$ cat src/isa_map.svh
// Register offsets, field positions, reset values and timing counts
`ifndef ISA_MAP_SVH
`define ISA_MAP_SVH

// Byte addresses of the word registers
`define ISA_OFF_CTRL 8'h00
`define ISA_OFF_FLAG 8'h04
`define ISA_OFF_IRQ_STAT 8'h08
`define ISA_OFF_IRQ_MASK 8'h0C
`define ISA_OFF_HOLD 8'h10
`define ISA_OFF_STATUS 8'h14

// bus_control_0 fields
`define ISA_CTRL_STOP 0
`define ISA_CTRL_START 1
`define ISA_CTRL_ACKE 2
`define ISA_CTRL_EXIT 6
`define ISA_CTRL_EN 7

// bus_flag_register fields
`define ISA_FLAG_RSV_DIS 0
`define ISA_FLAG_BUSY 6
`define ISA_FLAG_FAIL 7

// Interrupt status and mask fields
`define ISA_IRQ_DONE 0
`define ISA_IRQ_FAIL 1
`define ISA_IRQ_ARB 2
`define ISA_IRQ_STOP 3
`define ISA_IRQ_W 4

// Reset values
`define ISA_CTRL_RST 8'h00
`define ISA_FLAG_RST 8'h00
`define ISA_MASK_RST 4'h0

// Start hold time: 4000 ns at a 10 ns clock, rounded up
`define ISA_HOLD_NS 4000
`define ISA_CLK_NS 10
`define ISA_HOLD_CYC ((`ISA_HOLD_NS + `ISA_CLK_NS - 1) / `ISA_CLK_NS)

`endif

$ cat src/isa_pkg.sv
// Types shared by the start trigger and acknowledge control block
`default_nettype none

package isa_pkg;

    // Sampled or driven open-drain bus lines
    typedef struct packed {
        logic scl;
        logic sda;
    } isa_lines_type;

    // Latched AHB address phase
    typedef struct packed {
        logic wr;
        logic [7:0] addr;
    } isa_aphase_type;

    // Start and restart sequencer
    typedef enum logic [2:0] {
        ST_IDLE,
        ST_START_SDA,
        ST_START_HOLD,
        ST_OWN_WAIT,
        ST_RS_SDA_UP,
        ST_RS_SCL_UP
    } isa_state_type;

endpackage : isa_pkg

`default_nettype wire

$ cat src/isa_sync.sv
// Two flip-flop synchroniser with a chosen reset value
`timescale 1ns/100ps
`default_nettype none

module isa_sync #(
    parameter int W = 1,
    parameter logic [W-1:0] RST_VAL = '0
) (
    input wire logic clk_i,
    input wire logic rst_ni,
    input wire logic [W-1:0] d_i,
    output logic [W-1:0] q_o
);

    logic [W-1:0] meta_q;
    logic [W-1:0] sync_q;

    // First stage feeds only the second stage
    always_ff @(posedge clk_i or negedge rst_ni) begin
        if (!rst_ni) begin
            meta_q <= RST_VAL;
            sync_q <= RST_VAL;
        end else begin
            meta_q <= d_i;
            sync_q <= meta_q;
        end
    end

    assign q_o = sync_q;

endmodule : isa_sync

`default_nettype wire

$ cat src/isa_start_ack_ctrl.sv
// Start trigger, start reservation and acknowledge control with AHB-Lite
//
// The implementer's own choices: the register offsets and register access over AHB-Lite.
`timescale 1ns/100ps
`default_nettype none
`include "isa_map.svh"

module isa_start_ack_ctrl #(
    parameter int CNT_W = 16
) (
    input wire logic clk_i,
    input wire logic rstn_i,
    // AHB-Lite slave
    input wire logic hsel_i,
    input wire logic [7:0] haddr_i,
    input wire logic [1:0] htrans_i,
    input wire logic hwrite_i,
    input wire logic [2:0] hsize_i,
    input wire logic [31:0] hwdata_i,
    input wire logic hready_i,
    output logic hreadyout_o,
    output logic hresp_o,
    output logic [31:0] hrdata_o,
    // Open-drain bus lines
    input wire logic bus_clock_line_i,
    input wire logic bus_data_line_i,
    output logic bus_clock_line_o,
    output logic bus_clock_line_oe_o,
    output logic bus_data_line_o,
    output logic bus_data_line_oe_o,
    // From the shift path and address matcher, same clock
    input wire logic arb_lost_i,
    input wire logic addr_phase_i,
    input wire logic ext_code_i,
    input wire logic addr_match_i,
    input wire logic ack_slot_i,
    input wire logic master_wait_i,
    input wire logic handoff_i,
    // To the rest of the controller
    output logic stop_req_o,
    output logic master_o,
    output logic irq_o
);

    logic rst_n;
    isa_pkg::isa_lines_type pin_raw;
    isa_pkg::isa_lines_type pin_s;
    isa_pkg::isa_lines_type pin_prev_q;
    isa_pkg::isa_aphase_type aph_q;
    isa_pkg::isa_aphase_type aph_d;
    isa_pkg::isa_state_type state_q;
    isa_pkg::isa_state_type state_d;
    logic aph_vld_q, aph_vld_d;
    logic en_q, en_d, acke_q, acke_d, stt_q, stt_d;
    logic rsv_dis_q, rsv_dis_d, fail_q, fail_d;
    logic busy_q, busy_d, master_q, master_d;
    logic [`ISA_IRQ_W-1:0] irq_stat_q, irq_stat_d;
    logic [`ISA_IRQ_W-1:0] irq_mask_q, irq_mask_d;
    logic [`ISA_IRQ_W-1:0] irq_set;
    logic [CNT_W-1:0] hold_q, hold_d, cnt_q, cnt_d;
    logic scl_oe_q, scl_oe_d, sda_oe_q, sda_oe_d;
    logic stop_q, stop_d, irq_q, irq_d;
    logic [31:0] rdata_q, rdata_d;
    logic wr_ctrl, wr_flag, wr_stat, wr_mask, wr_hold;
    logic start_seen, stop_seen, abort, ack_drive, ack_en_eff;

    // Reset release through two flip-flops
    isa_sync #(.W(1), .RST_VAL(1'b0)) u_rst_sync (
        .clk_i(clk_i),
        .rst_ni(rstn_i),
        .d_i(1'b1),
        .q_o(rst_n)
    );

    // Bus lines come from outside and are sampled twice before use
    assign pin_raw = '{scl: bus_clock_line_i, sda: bus_data_line_i};
    isa_sync #(.W(2), .RST_VAL(2'b11)) u_pin_sync (
        .clk_i(clk_i),
        .rst_ni(rst_n),
        .d_i(pin_raw),
        .q_o(pin_s)
    );

    // Bus conditions seen on the synchronised lines
    assign start_seen = pin_s.scl && pin_prev_q.scl && pin_prev_q.sda
                        && !pin_s.sda;
    assign stop_seen = pin_s.scl && pin_prev_q.scl && !pin_prev_q.sda
                       && pin_s.sda;

    // Data phase write strobes
    assign wr_ctrl = aph_vld_q && aph_q.wr && aph_q.addr == `ISA_OFF_CTRL;
    assign wr_flag = aph_vld_q && aph_q.wr && aph_q.addr == `ISA_OFF_FLAG;
    assign wr_stat = aph_vld_q && aph_q.wr
                     && aph_q.addr == `ISA_OFF_IRQ_STAT;
    assign wr_mask = aph_vld_q && aph_q.wr
                     && aph_q.addr == `ISA_OFF_IRQ_MASK;
    assign wr_hold = aph_vld_q && aph_q.wr && aph_q.addr == `ISA_OFF_HOLD;

    // Ack enable is honoured only when enabled and outside a plain address
    assign ack_en_eff = en_q && acke_q
                        && !(addr_phase_i && !ext_code_i);
    assign ack_drive = ack_slot_i && en_q
                       && ((addr_phase_i && addr_match_i)
                           || ack_en_eff);

    // Lost arbitration, exit request or disable all drop the sequence
    assign abort = arb_lost_i || !en_q
                   || (wr_ctrl && hwdata_i[`ISA_CTRL_EXIT]);

    // AHB-Lite address phase capture and read data
    always_comb begin
        aph_vld_d = hsel_i && htrans_i[1] && hready_i;
        aph_d = '{wr: hwrite_i, addr: haddr_i};
        rdata_d = rdata_q;
        if (hsel_i && htrans_i[1] && hready_i && !hwrite_i) begin
            rdata_d = 32'h0000_0000;
            unique case (haddr_i)
                `ISA_OFF_CTRL: begin
                    // Trigger and exit bits always read as zero
                    rdata_d[`ISA_CTRL_EN] = en_q;
                    rdata_d[`ISA_CTRL_ACKE] = acke_q;
                    rdata_d[`ISA_CTRL_START] = 1'b0;
                end
                `ISA_OFF_FLAG: begin
                    rdata_d[`ISA_FLAG_FAIL] = fail_q;
                    rdata_d[`ISA_FLAG_BUSY] = busy_q;
                    rdata_d[`ISA_FLAG_RSV_DIS] = rsv_dis_q;
                end
                `ISA_OFF_IRQ_STAT: rdata_d[`ISA_IRQ_W-1:0] = irq_stat_q;
                `ISA_OFF_IRQ_MASK: rdata_d[`ISA_IRQ_W-1:0] = irq_mask_q;
                `ISA_OFF_HOLD: rdata_d[CNT_W-1:0] = hold_q;
                `ISA_OFF_STATUS: begin
                    rdata_d[2:0] = state_q;
                    rdata_d[3] = master_q;
                    rdata_d[4] = stt_q;
                end
                default: rdata_d = 32'h0000_0000;
            endcase
        end
    end

    // Control, sequencer and line drive next values
    always_comb begin
        en_d = en_q;
        acke_d = acke_q;
        stt_d = stt_q;
        rsv_dis_d = rsv_dis_q;
        fail_d = fail_q;
        hold_d = hold_q;
        busy_d = busy_q;
        master_d = master_q;
        state_d = state_q;
        cnt_d = cnt_q;
        scl_oe_d = scl_oe_q;
        sda_oe_d = 1'b0;
        stop_d = 1'b0;
        irq_set = '0;
        if (start_seen) begin
            busy_d = 1'b1;
        end
        if (stop_seen) begin
            busy_d = 1'b0;
            master_d = 1'b0;
            irq_set[`ISA_IRQ_STOP] = 1'b1;
        end
        if (wr_ctrl) begin
            en_d = hwdata_i[`ISA_CTRL_EN];
            acke_d = hwdata_i[`ISA_CTRL_ACKE];
            stop_d = hwdata_i[`ISA_CTRL_STOP] && hwdata_i[`ISA_CTRL_EN];
            // Trigger is accepted only with the block enabled
            if (hwdata_i[`ISA_CTRL_START] && en_q) begin
                stt_d = 1'b1;
                fail_d = 1'b0;
            end
        end
        if (wr_flag) begin
            rsv_dis_d = hwdata_i[`ISA_FLAG_RSV_DIS];
        end
        if (wr_hold) begin
            hold_d = hwdata_i[CNT_W-1:0];
        end
        unique case (state_q)
            isa_pkg::ST_IDLE: begin
                scl_oe_d = 1'b0;
                if (stt_q && en_q) begin
                    if (master_q && master_wait_i) begin
                        // Hold the clock low while data rises
                        scl_oe_d = 1'b1;
                        cnt_d = hold_q;
                        state_d = isa_pkg::ST_RS_SDA_UP;
                    end else if (!busy_q) begin
                        // Free bus, or a held reservation now free
                        state_d = isa_pkg::ST_START_SDA;
                    end else if (!master_q && rsv_dis_q) begin
                        fail_d = 1'b1;
                        stt_d = 1'b0;
                        irq_set[`ISA_IRQ_FAIL] = 1'b1;
                    end
                end
            end
            isa_pkg::ST_START_SDA: begin
                // Data falls only while both lines are seen high
                if (pin_s.scl && pin_s.sda) begin
                    sda_oe_d = 1'b1;
                    cnt_d = hold_q;
                    state_d = isa_pkg::ST_START_HOLD;
                end
            end
            isa_pkg::ST_START_HOLD: begin
                sda_oe_d = 1'b1;
                if (cnt_q <= {{(CNT_W-1){1'b0}}, 1'b1}) begin
                    scl_oe_d = 1'b1;
                    stt_d = 1'b0;
                    master_d = 1'b1;
                    busy_d = 1'b1;
                    irq_set[`ISA_IRQ_DONE] = 1'b1;
                    state_d = isa_pkg::ST_OWN_WAIT;
                end else begin
                    cnt_d = cnt_q - {{(CNT_W-1){1'b0}}, 1'b1};
                end
            end
            isa_pkg::ST_OWN_WAIT: begin
                sda_oe_d = 1'b1;
                if (stt_q) begin
                    cnt_d = hold_q;
                    state_d = isa_pkg::ST_RS_SDA_UP;
                end else if (handoff_i) begin
                    // Shift path now owns both lines
                    scl_oe_d = 1'b0;
                    state_d = isa_pkg::ST_IDLE;
                end
            end
            isa_pkg::ST_RS_SDA_UP: begin
                if (cnt_q <= {{(CNT_W-1){1'b0}}, 1'b1}) begin
                    scl_oe_d = 1'b0;
                    cnt_d = hold_q;
                    state_d = isa_pkg::ST_RS_SCL_UP;
                end else begin
                    cnt_d = cnt_q - {{(CNT_W-1){1'b0}}, 1'b1};
                end
            end
            isa_pkg::ST_RS_SCL_UP: begin
                // Clock may be stretched by a slave; count only once high
                if (pin_s.scl) begin
                    if (cnt_q <= {{(CNT_W-1){1'b0}}, 1'b1}) begin
                        state_d = isa_pkg::ST_START_SDA;
                    end else begin
                        cnt_d = cnt_q - {{(CNT_W-1){1'b0}}, 1'b1};
                    end
                end
            end
            default: state_d = isa_pkg::ST_IDLE;
        endcase
        if (abort) begin
            stt_d = 1'b0;
            master_d = 1'b0;
            scl_oe_d = 1'b0;
            sda_oe_d = 1'b0;
            state_d = isa_pkg::ST_IDLE;
            if (arb_lost_i) begin
                irq_set[`ISA_IRQ_ARB] = 1'b1;
            end
        end
        if (!en_q) begin
            fail_d = 1'b0;
            busy_d = 1'b0;
        end
        if (ack_drive) begin
            sda_oe_d = 1'b1;
        end
    end

    // Sticky interrupt status: a new event wins over a write-one clear
    always_comb begin
        irq_stat_d = irq_stat_q;
        irq_mask_d = irq_mask_q;
        if (wr_stat) begin
            irq_stat_d = irq_stat_q & ~hwdata_i[`ISA_IRQ_W-1:0];
        end
        irq_stat_d = irq_stat_d | irq_set;
        if (wr_mask) begin
            irq_mask_d = hwdata_i[`ISA_IRQ_W-1:0];
        end
        irq_d = |(irq_stat_d & irq_mask_d);
    end

    // All state registers
    always_ff @(posedge clk_i or negedge rst_n) begin
        if (!rst_n) begin
            aph_vld_q <= 1'b0;
            aph_q <= '0;
            rdata_q <= 32'h0000_0000;
            en_q <= 1'(`ISA_CTRL_RST >> `ISA_CTRL_EN);
            acke_q <= 1'b0;
            stt_q <= 1'b0;
            rsv_dis_q <= 1'b0;
            fail_q <= 1'b0;
            hold_q <= CNT_W'(`ISA_HOLD_CYC);
            cnt_q <= '0;
            busy_q <= 1'b0;
            master_q <= 1'b0;
            state_q <= isa_pkg::ST_IDLE;
            scl_oe_q <= 1'b0;
            sda_oe_q <= 1'b0;
            stop_q <= 1'b0;
            irq_stat_q <= '0;
            irq_mask_q <= `ISA_MASK_RST;
            irq_q <= 1'b0;
            pin_prev_q <= 2'b11;
        end else begin
            aph_vld_q <= aph_vld_d;
            aph_q <= aph_d;
            rdata_q <= rdata_d;
            en_q <= en_d;
            acke_q <= acke_d;
            stt_q <= stt_d;
            rsv_dis_q <= rsv_dis_d;
            fail_q <= fail_d;
            hold_q <= hold_d;
            cnt_q <= cnt_d;
            busy_q <= busy_d;
            master_q <= master_d;
            state_q <= state_d;
            scl_oe_q <= scl_oe_d;
            sda_oe_q <= sda_oe_d;
            stop_q <= stop_d;
            irq_stat_q <= irq_stat_d;
            irq_mask_q <= irq_mask_d;
            irq_q <= irq_d;
            pin_prev_q <= pin_s;
        end
    end

    // Open drain: the pins only ever pull low
    assign bus_clock_line_o = 1'b0;
    assign bus_data_line_o = 1'b0;
    assign bus_clock_line_oe_o = scl_oe_q;
    assign bus_data_line_oe_o = sda_oe_q;
    // Zero wait states, always OKAY
    assign hreadyout_o = 1'b1;
    assign hresp_o = 1'b0;
    assign hrdata_o = rdata_q;
    assign stop_req_o = stop_q;
    assign master_o = master_q;
    assign irq_o = irq_q;

endmodule : isa_start_ack_ctrl

`default_nettype wire

$ cat config.mk
export PLATFORM = sky130hd
export DESIGN_NAME = isa_start_ack_ctrl
export DESIGN_NICKNAME = d
export VERILOG_FILES = /design/src/isa_pkg.sv /design/src/isa_sync.sv /design/src/isa_start_ack_ctrl.sv
export VERILOG_INCLUDE_DIRS = /design/src
export SDC_FILE = /design/constraint.sdc
export NUM_CORES = 1
export LEC_CHECK = 0
export ABC_AREA = 1
export BUFFER_PORTS_ARGS = -buffer_cell sky130_fd_sc_hd__buf_2
export CAP_MARGIN = 15
export CORE_MARGIN = 4
export CORE_UTILIZATION = 39
export CTS_CLUSTER_DIAMETER = 30
export DETAILED_ROUTE_END_ITERATION = 12
export MAX_ROUTING_LAYER = met4
export SYNTH_ARGS = -nofsm -noshare
export SYNTH_HDL_FRONTEND = slang
export SYNTH_SLANG_ARGS = --single-unit
$ cat constraint.sdc
create_clock -name clk_i -period 3.4 [get_ports clk_i]
set_input_delay 0.34 -clock clk_i [delete_from_list [all_inputs] [get_ports clk_i]]
set_output_delay 0.34 -clock clk_i [all_outputs]
set_load 0.03 [all_outputs]
== After elaboration in Yosys (flattened, before gate mapping) ==
Index checks and enable logic that the tools add are counted.

* Register bits: 88
* Input port bits: 59
* Output and inout bits: 41
* Logic and storage cells: 187

* Add/subtract/negate cells: 1
* Order comparisons: 1
* Equality and inequality tests: 29
* Muxes and demuxes: 79
* Bitwise gates (word level): 4
* Reduce and logical (&&, ||, !) cells: 47

{| class="wikitable"
|+ Operator list
! operator !! number
|-
| two-way mux 16 bit || 7
|-
| one-hot mux 16 bit (6 select lines) || 1
|-
| two-way mux 1 bit || 47
|-
| two-way mux 3 bit || 11
|-
| == test 8 x 4 -> 1 bit, second input constant || 4
|-
| logical AND 1 bit || 27
|-
| == test 8 x 5 -> 1 bit, second input constant || 3
|-
| inequality test 3 bit, second input constant || 7
|-
| one-hot mux 3 bit (6 select lines) || 1
|-
| == test 8 x 3 -> 1 bit, second input constant || 2
|-
| <= comparator 16 x 1 -> 1 bit, second input constant || 1
|-
| zero test 8 bit || 2
|-
| subtractor 16 x 1 -> 16 bit, second input constant || 1
|-
| one-hot mux 2 bit (5 select lines) || 1
|-
| AND 4 bit || 2
|-
| two-way mux 4 bit || 2
|-
| two-way mux 8 bit || 1
|-
| inequality test 2 bit, second input constant || 4
|-
| inequality test 4 bit, second input constant || 2
|-
| one-hot mux 1 bit (2 select lines) || 4
|-
| one-hot mux 1 bit (4 select lines) || 2
|-
| AND reduction 8 bit || 1
|-
| zero test 1 bit || 7
|-
| == test 3 x 2 -> 1 bit, second input constant || 2
|-
| other kinds (16) || 19
|}

== Depth between registers and ports, before layout ==
* Depth in word-level cells: 10
* Gate-level depth with buffers: 13
* Depth with buffers taken out: 13

== By module ==
Synthesis repeated with hierarchy kept, for this count alone.

* Cell total of the unflattened synthesis: 621
* Area, all modules: 4,614.4 um^2

{| class="wikitable"
|+ By module, submodules not included
! module !! times used !! cells each !! area each (um^2) !! seq. area each (um^2)
|-
| isa_start_ack_ctrl || 1 || 615 || 4,459.3 || 2,058.2
|-
| isa_sync (u_pin_sync) || 1 || 4 || 105.1 || 105.1
|-
| isa_sync (u_rst_sync) || 1 || 2 || 50.0 || 50.0
|}

== Least setup slack after synthesis ==
Ideal clock, no wire load.

* Path type: register -> register
* Start point: register cnt_q[0]
* End point: register cnt_q[14]
* Library setup time: 0.077 ns
* Data arrival time: 1.554 ns
* Required time: 3.323 ns
* Setup slack: 1.769 ns
* Cell stages (with the launch flop): 14
* Buffers on the path: 1
* Period minus slack after synthesis: 1.631 ns
* Cell sequence: dfrtp_1 > inv_1 > ha_1 > inv_1 > nand2_1 > nand2_1 > nor2_1 > nand3_1 > nor2_2 > nor2_4 > buf_6 > nand2_1 > inv_1 > a21oi_1

* Longest elaborated chain between the ends: 4
* Elaborated cells on any way between the ends: 6
* Classes of those cells: add/sub: 1; order compare: 1; mux: 4

{| class="wikitable"
|+ RTL lines
! element !! RTL line !! RTL
|-
| from (decl) || isa_start_ack_ctrl.sv:60 || <nowiki>logic [CNT_W-1:0] hold_q, hold_d, cnt_q, cnt_d;</nowiki>
|-
| from (signal assigned) || isa_start_ack_ctrl.sv:320 || <nowiki>cnt_q <= cnt_d;</nowiki>
|-
| subtractor 16 x 1 -> 16 bit / <= comparator 16 x 1 -> 1 bit (equally long branches) || - ||
|-
| two-way mux 16 bit || isa_start_ack_ctrl.sv:211, isa_start_ack_ctrl.sv:245 ||
|-
| two-way mux 16 bit || isa_start_ack_ctrl.sv:244 || <nowiki>if (pin_s.scl) begin</nowiki>
|-
| one-hot mux 16 bit (6 select lines) (*) || isa_start_ack_ctrl.sv:182 || <nowiki>unique case (state_q)</nowiki>
|}

Mark *: on every way between the ends. The rest lies on a longest branch, timed or not. The select of a mux whose other input is x is not followed.
A chain may end at the register's enable or synchronous reset.

== Worst setup path after layout ==
* Start point: register cnt_q[0]
* End point: register cnt_q[1]

Same word-level chain as after synthesis.

==> flow_summary.toml <==
[worst_setup_path]
cpMaxStageDelayCell = "dfrtp_1"
path_cells = "inv_1 -> ha_1 -> inv_1 -> nand2_1 -> nand2_1 -> nor2_1 -> nand3_1 -> nor2_2 -> nor2_4 -> inv_2 -> nand2_1 -> o21ai_1 -> inv_1"
cp.required_ns = 3.68
path_max_fanout = 23
crit_buf_inv = 4
critPathMaxStageDelay_ns = 0.44
cp_top_family = "simple AND/OR/NAND/NOR gates"
arrival_ns = 2.47
cp-end-kind = "flip-flop"
start_kind = "flip-flop"
worst-setup-path-type = "reg -> reg"

[timing]
rsz0062_at_grt = "no"
finalSetupViolCount = 0
holdWs_ns = 0.09443
setup_tns_ns = 0
finalCritPeriodShare_pct = 64.60
hold_viol = 0
slew-limit-headroom_pct = 43.44
worst-slew-pin-transition_ns = 0.8464
min_period_ns = 2.196
max_freq_ghz = 0.4553
setup_slack_ns = 1.204
maxSlewViolCount = 0
clock_skew_ns = 0.007693

[global_routing]
grt_pass1_wl_um = 17700
grt_pass1_vias = 3629
grt_max_degree = 85
track_usage_pct = 17.50
overflow = 0
antenna_found_initial = 0

[final_layout]
area_delta_synth_final_pct = 15.33
drive_gt1_share_pct = 18.60
postLayoutCoreUtil_pct = 46.93
fillers = 1126
final_nets = 685
num_antenna_cells = 0
final_area_um2 = 5176

[detailed_routing]
wl_per_cell_um = 13.90
postRouteAntennaNets = 0
maxUsedRoutingLayer = "met4"
route.met3.wl_um = 476
via_count = 3778
via_per_inst = 4.913
drc_errors = 0
drt-initial-drc-count = 246
drt-met1-wl_um = 4767
routed_wl_um = 10690
dr.pass1.iters = 5
wl_met2_um = 5312

[yosys]
ys_seq_area_share_pct = 49.32
ys_ff_latch = 88
syn_avg_cell_area_um2 = 8.000
syn_area_um2 = 4488
synth_cells = 561
yosys_warnings = 0
synth.distinct_cells = 35

[power_and_ir_drop]
powerDensity_nw_per_um2 = 607.5
ir_drop_v = 0.0002711
p_leak_nw = 2.622

[min_path]
hold_class = "in -> reg"

[floorplan]
start_util_pct = 40.69
die_h_um = 115.3
boundaryPins = 100
fp-row-count = 38
die_w_um = 115.3
dieArea_um2 = 13290
core_um2 = 11030

[placed_design]
hpwl_um = 7898
dpl-instance-area_um2 = 4831
post-place-ws_ns = 1.217
routabilityCongestion = 0.9252
io_buffers = 59

[clock_network]
root_buffer = "clkbuf_16"
cts_buffers = 9
cts_tree = "built"
insertion_delay_ns = 0.34
cts_resized = 0
cts_buffer_depth = 2
clkTransAtPathRegs_ns = 0.07
clock_sinks = 88
htreeDepth = 3

[outcome]
status = "finished clean"

[run]
drv_cap = 0
[report_power, final]
part / switching [W] / internal (W)
Clock: 0.000406 / 0.000607
Combinational: 0.000526 / 0.000267
Sequential: 0.000150 / 0.00119
Total: 0.00108 / 0.00206
[state kept, by name, summed over array words and instances (netlist names), 2 cells and up]
signal	flops
u_pin_sync.q_o	2
irq_stat_q	4
pin_prev_q	2
hrdata_o	16
aph_q	9
cnt_q	16
irq_mask_q	4
hold_q	16
u_pin_sync.meta_q	2
state_q	3
[through the flow]
step           total power [W]  cells
4_1_cts               0.003171    768
6_report              0.003144    769
3_3_place_gp          0.002122    751
5_1_grt               0.003352    769
2_1_floorplan         0.001978    580
3_5_place_dp          0.002143    751
[final cells by class]
class | count | area (um^2) | area share [%]
Sequential cell | 88 | 2217 | 42.83
Multi-Input combinational cell | 413 | 1944 | 37.56
Timing Repair Buffer | 63 | 347.8 | 6.720
Clock buffer | 11 | 252.7 | 4.883
Inverter | 49 | 183.9 | 3.553
Tap cell | 140 | 175.2 | 3.384
Clock inverter | 5 | 55.05 | 1.064
[logic make-up (layout without fill, tap and decap cells)]
| group | after synthesis | after routing | synth area share, % |
|---|---|---|---|
| xor+xnor | 8 | 8 | 1.561 |
| flops | 88 | 88 | 49.32 |
| fa+ha+maj | 2 | 2 | 0.5575 |
| compound gates | 64 | 64 | 7.694 |
| other cells | 2 | 21 | 0.1673 |
| mux | 12 | 12 | 3.011 |
| simple gates | 306 | 306 | 28.74 |
| buf+inv | 79 | 128 | 8.949 |
[timing repair]
| item | in CTS | in global routing |
|---|---|---|
| setup buffers | 0 | 0 |
| hold endpoints to repair | 2 | 0 |
| hold buffers | 1 | 0 |
[layer usage]
layer,up-vias,global-route usage [%]
li1,1878,-
met1,1788,22.00
met2,100,28.43
met3,12,3.579
met4,0,5.556
met5,-,-
[path summary, 6_finish.rpt]
| path | end | slack (ns) | cells past startpoint | start |
|---|---|---|---|---|
| worst max-delay path | cnt_q[1]$_DFFE_PN0P_ | 1.20 | 13 | cnt_q[0]$_DFFE_PN0P_ |
| worst min-delay path | u_pin_sync.meta_q[0]$_DFF_PN1_ | 0.09 | 1 | bus_data_line_i |
| worst max register to register | cnt_q[1]$_DFFE_PN0P_ | 1.20 | 13 | cnt_q[0]$_DFFE_PN0P_ |
| worst min register to register | state_q[0]$_DFFE_PN0P_ | 0.29 | 0 | u_rst_sync.q_o$_DFF_PN0_ |
| max in group asynchronous | hold_q[7]$_DFFE_PN1P_ | 2.46 | 1 | u_rst_sync.q_o$_DFF_PN0_ |
| min in group asynchronous | state_q[0]$_DFFE_PN0P_ | 0.29 | 0 | u_rst_sync.q_o$_DFF_PN0_ |
[layout by cell type (no fill, tap or decap), types with 3 or more instances in the layout]
| master | count |
|---|---|
| inv_2 | 3 |
| xor2_1 | 4 |
| dfrtp_1 | 78 |
| o21ai_0 | 26 |
| dfstp_2 | 9 |
| o21ai_1 | 13 |
| nand2_2 | 3 |
| mux2_2 | 12 |
| inv_1 | 45 |
| nand2_1 | 186 |
| nand4_1 | 4 |
| nand3_1 | 39 |
| nor2_1 | 55 |
| buf_2 | 59 |
| clkbuf_16 | 9 |
| conb_1 | 21 |
| nor2_2 | 4 |
| a31oi_1 | 5 |
| xnor2_1 | 4 |
| nor3_1 | 8 |
| a21oi_1 | 14 |
[Yosys cell counts]
cell / number / area share (%)
a211oi_1: 1 / 0.17
a21oi_1: 14 / 1.6
a21oi_2: 1 / 0.20
a31oi_1: 5 / 0.70
a32o_1: 1 / 0.22
and2_1: 1 / 0.14
buf_2: 3 / 0.33
buf_4: 21 / 3.5
buf_6: 3 / 0.75
clkbuf_1: 3 / 0.25
clkinv_1: 1 / 0.084
conb_1: 2 / 0.17
dfrtp_1: 79 / 44
dfstp_2: 9 / 5.3
ha_1: 2 / 0.56
inv_1: 45 / 3.8
inv_2: 3 / 0.25
mux2_2: 12 / 3.0
nand2_1: 186 / 16
nand2_2: 3 / 0.42
nand2_4: 1 / 0.25
nand3_1: 39 / 4.3
nand3_2: 2 / 0.45
nand4_1: 4 / 0.56
nor2_1: 55 / 4.6
nor2_2: 4 / 0.56
nor2_4: 2 / 0.50
nor3_1: 8 / 0.89
nor4_4: 1 / 0.47
o211ai_1: 1 / 0.17
o21ai_0: 26 / 2.9
o21ai_1: 13 / 1.4
o31ai_1: 2 / 0.33
xnor2_1: 4 / 0.78
xor2_1: 4 / 0.78
[worst register-to-register path: stages, from the launching register on]
cell and delay [ns]:
dfrtp_1 0.44, inv_1 0.09, ha_1 0.26, inv_1 0.07, nand2_1 0.05, nand2_1 0.05, nor2_1 0.04, nand3_1 0.20
nor2_2 0.08, nor2_4 0.42, inv_2 0.22, nand2_1 0.11, o21ai_1 0.07, inv_1 0.05
Note: power is estimated with default switching activity, not from simulation.
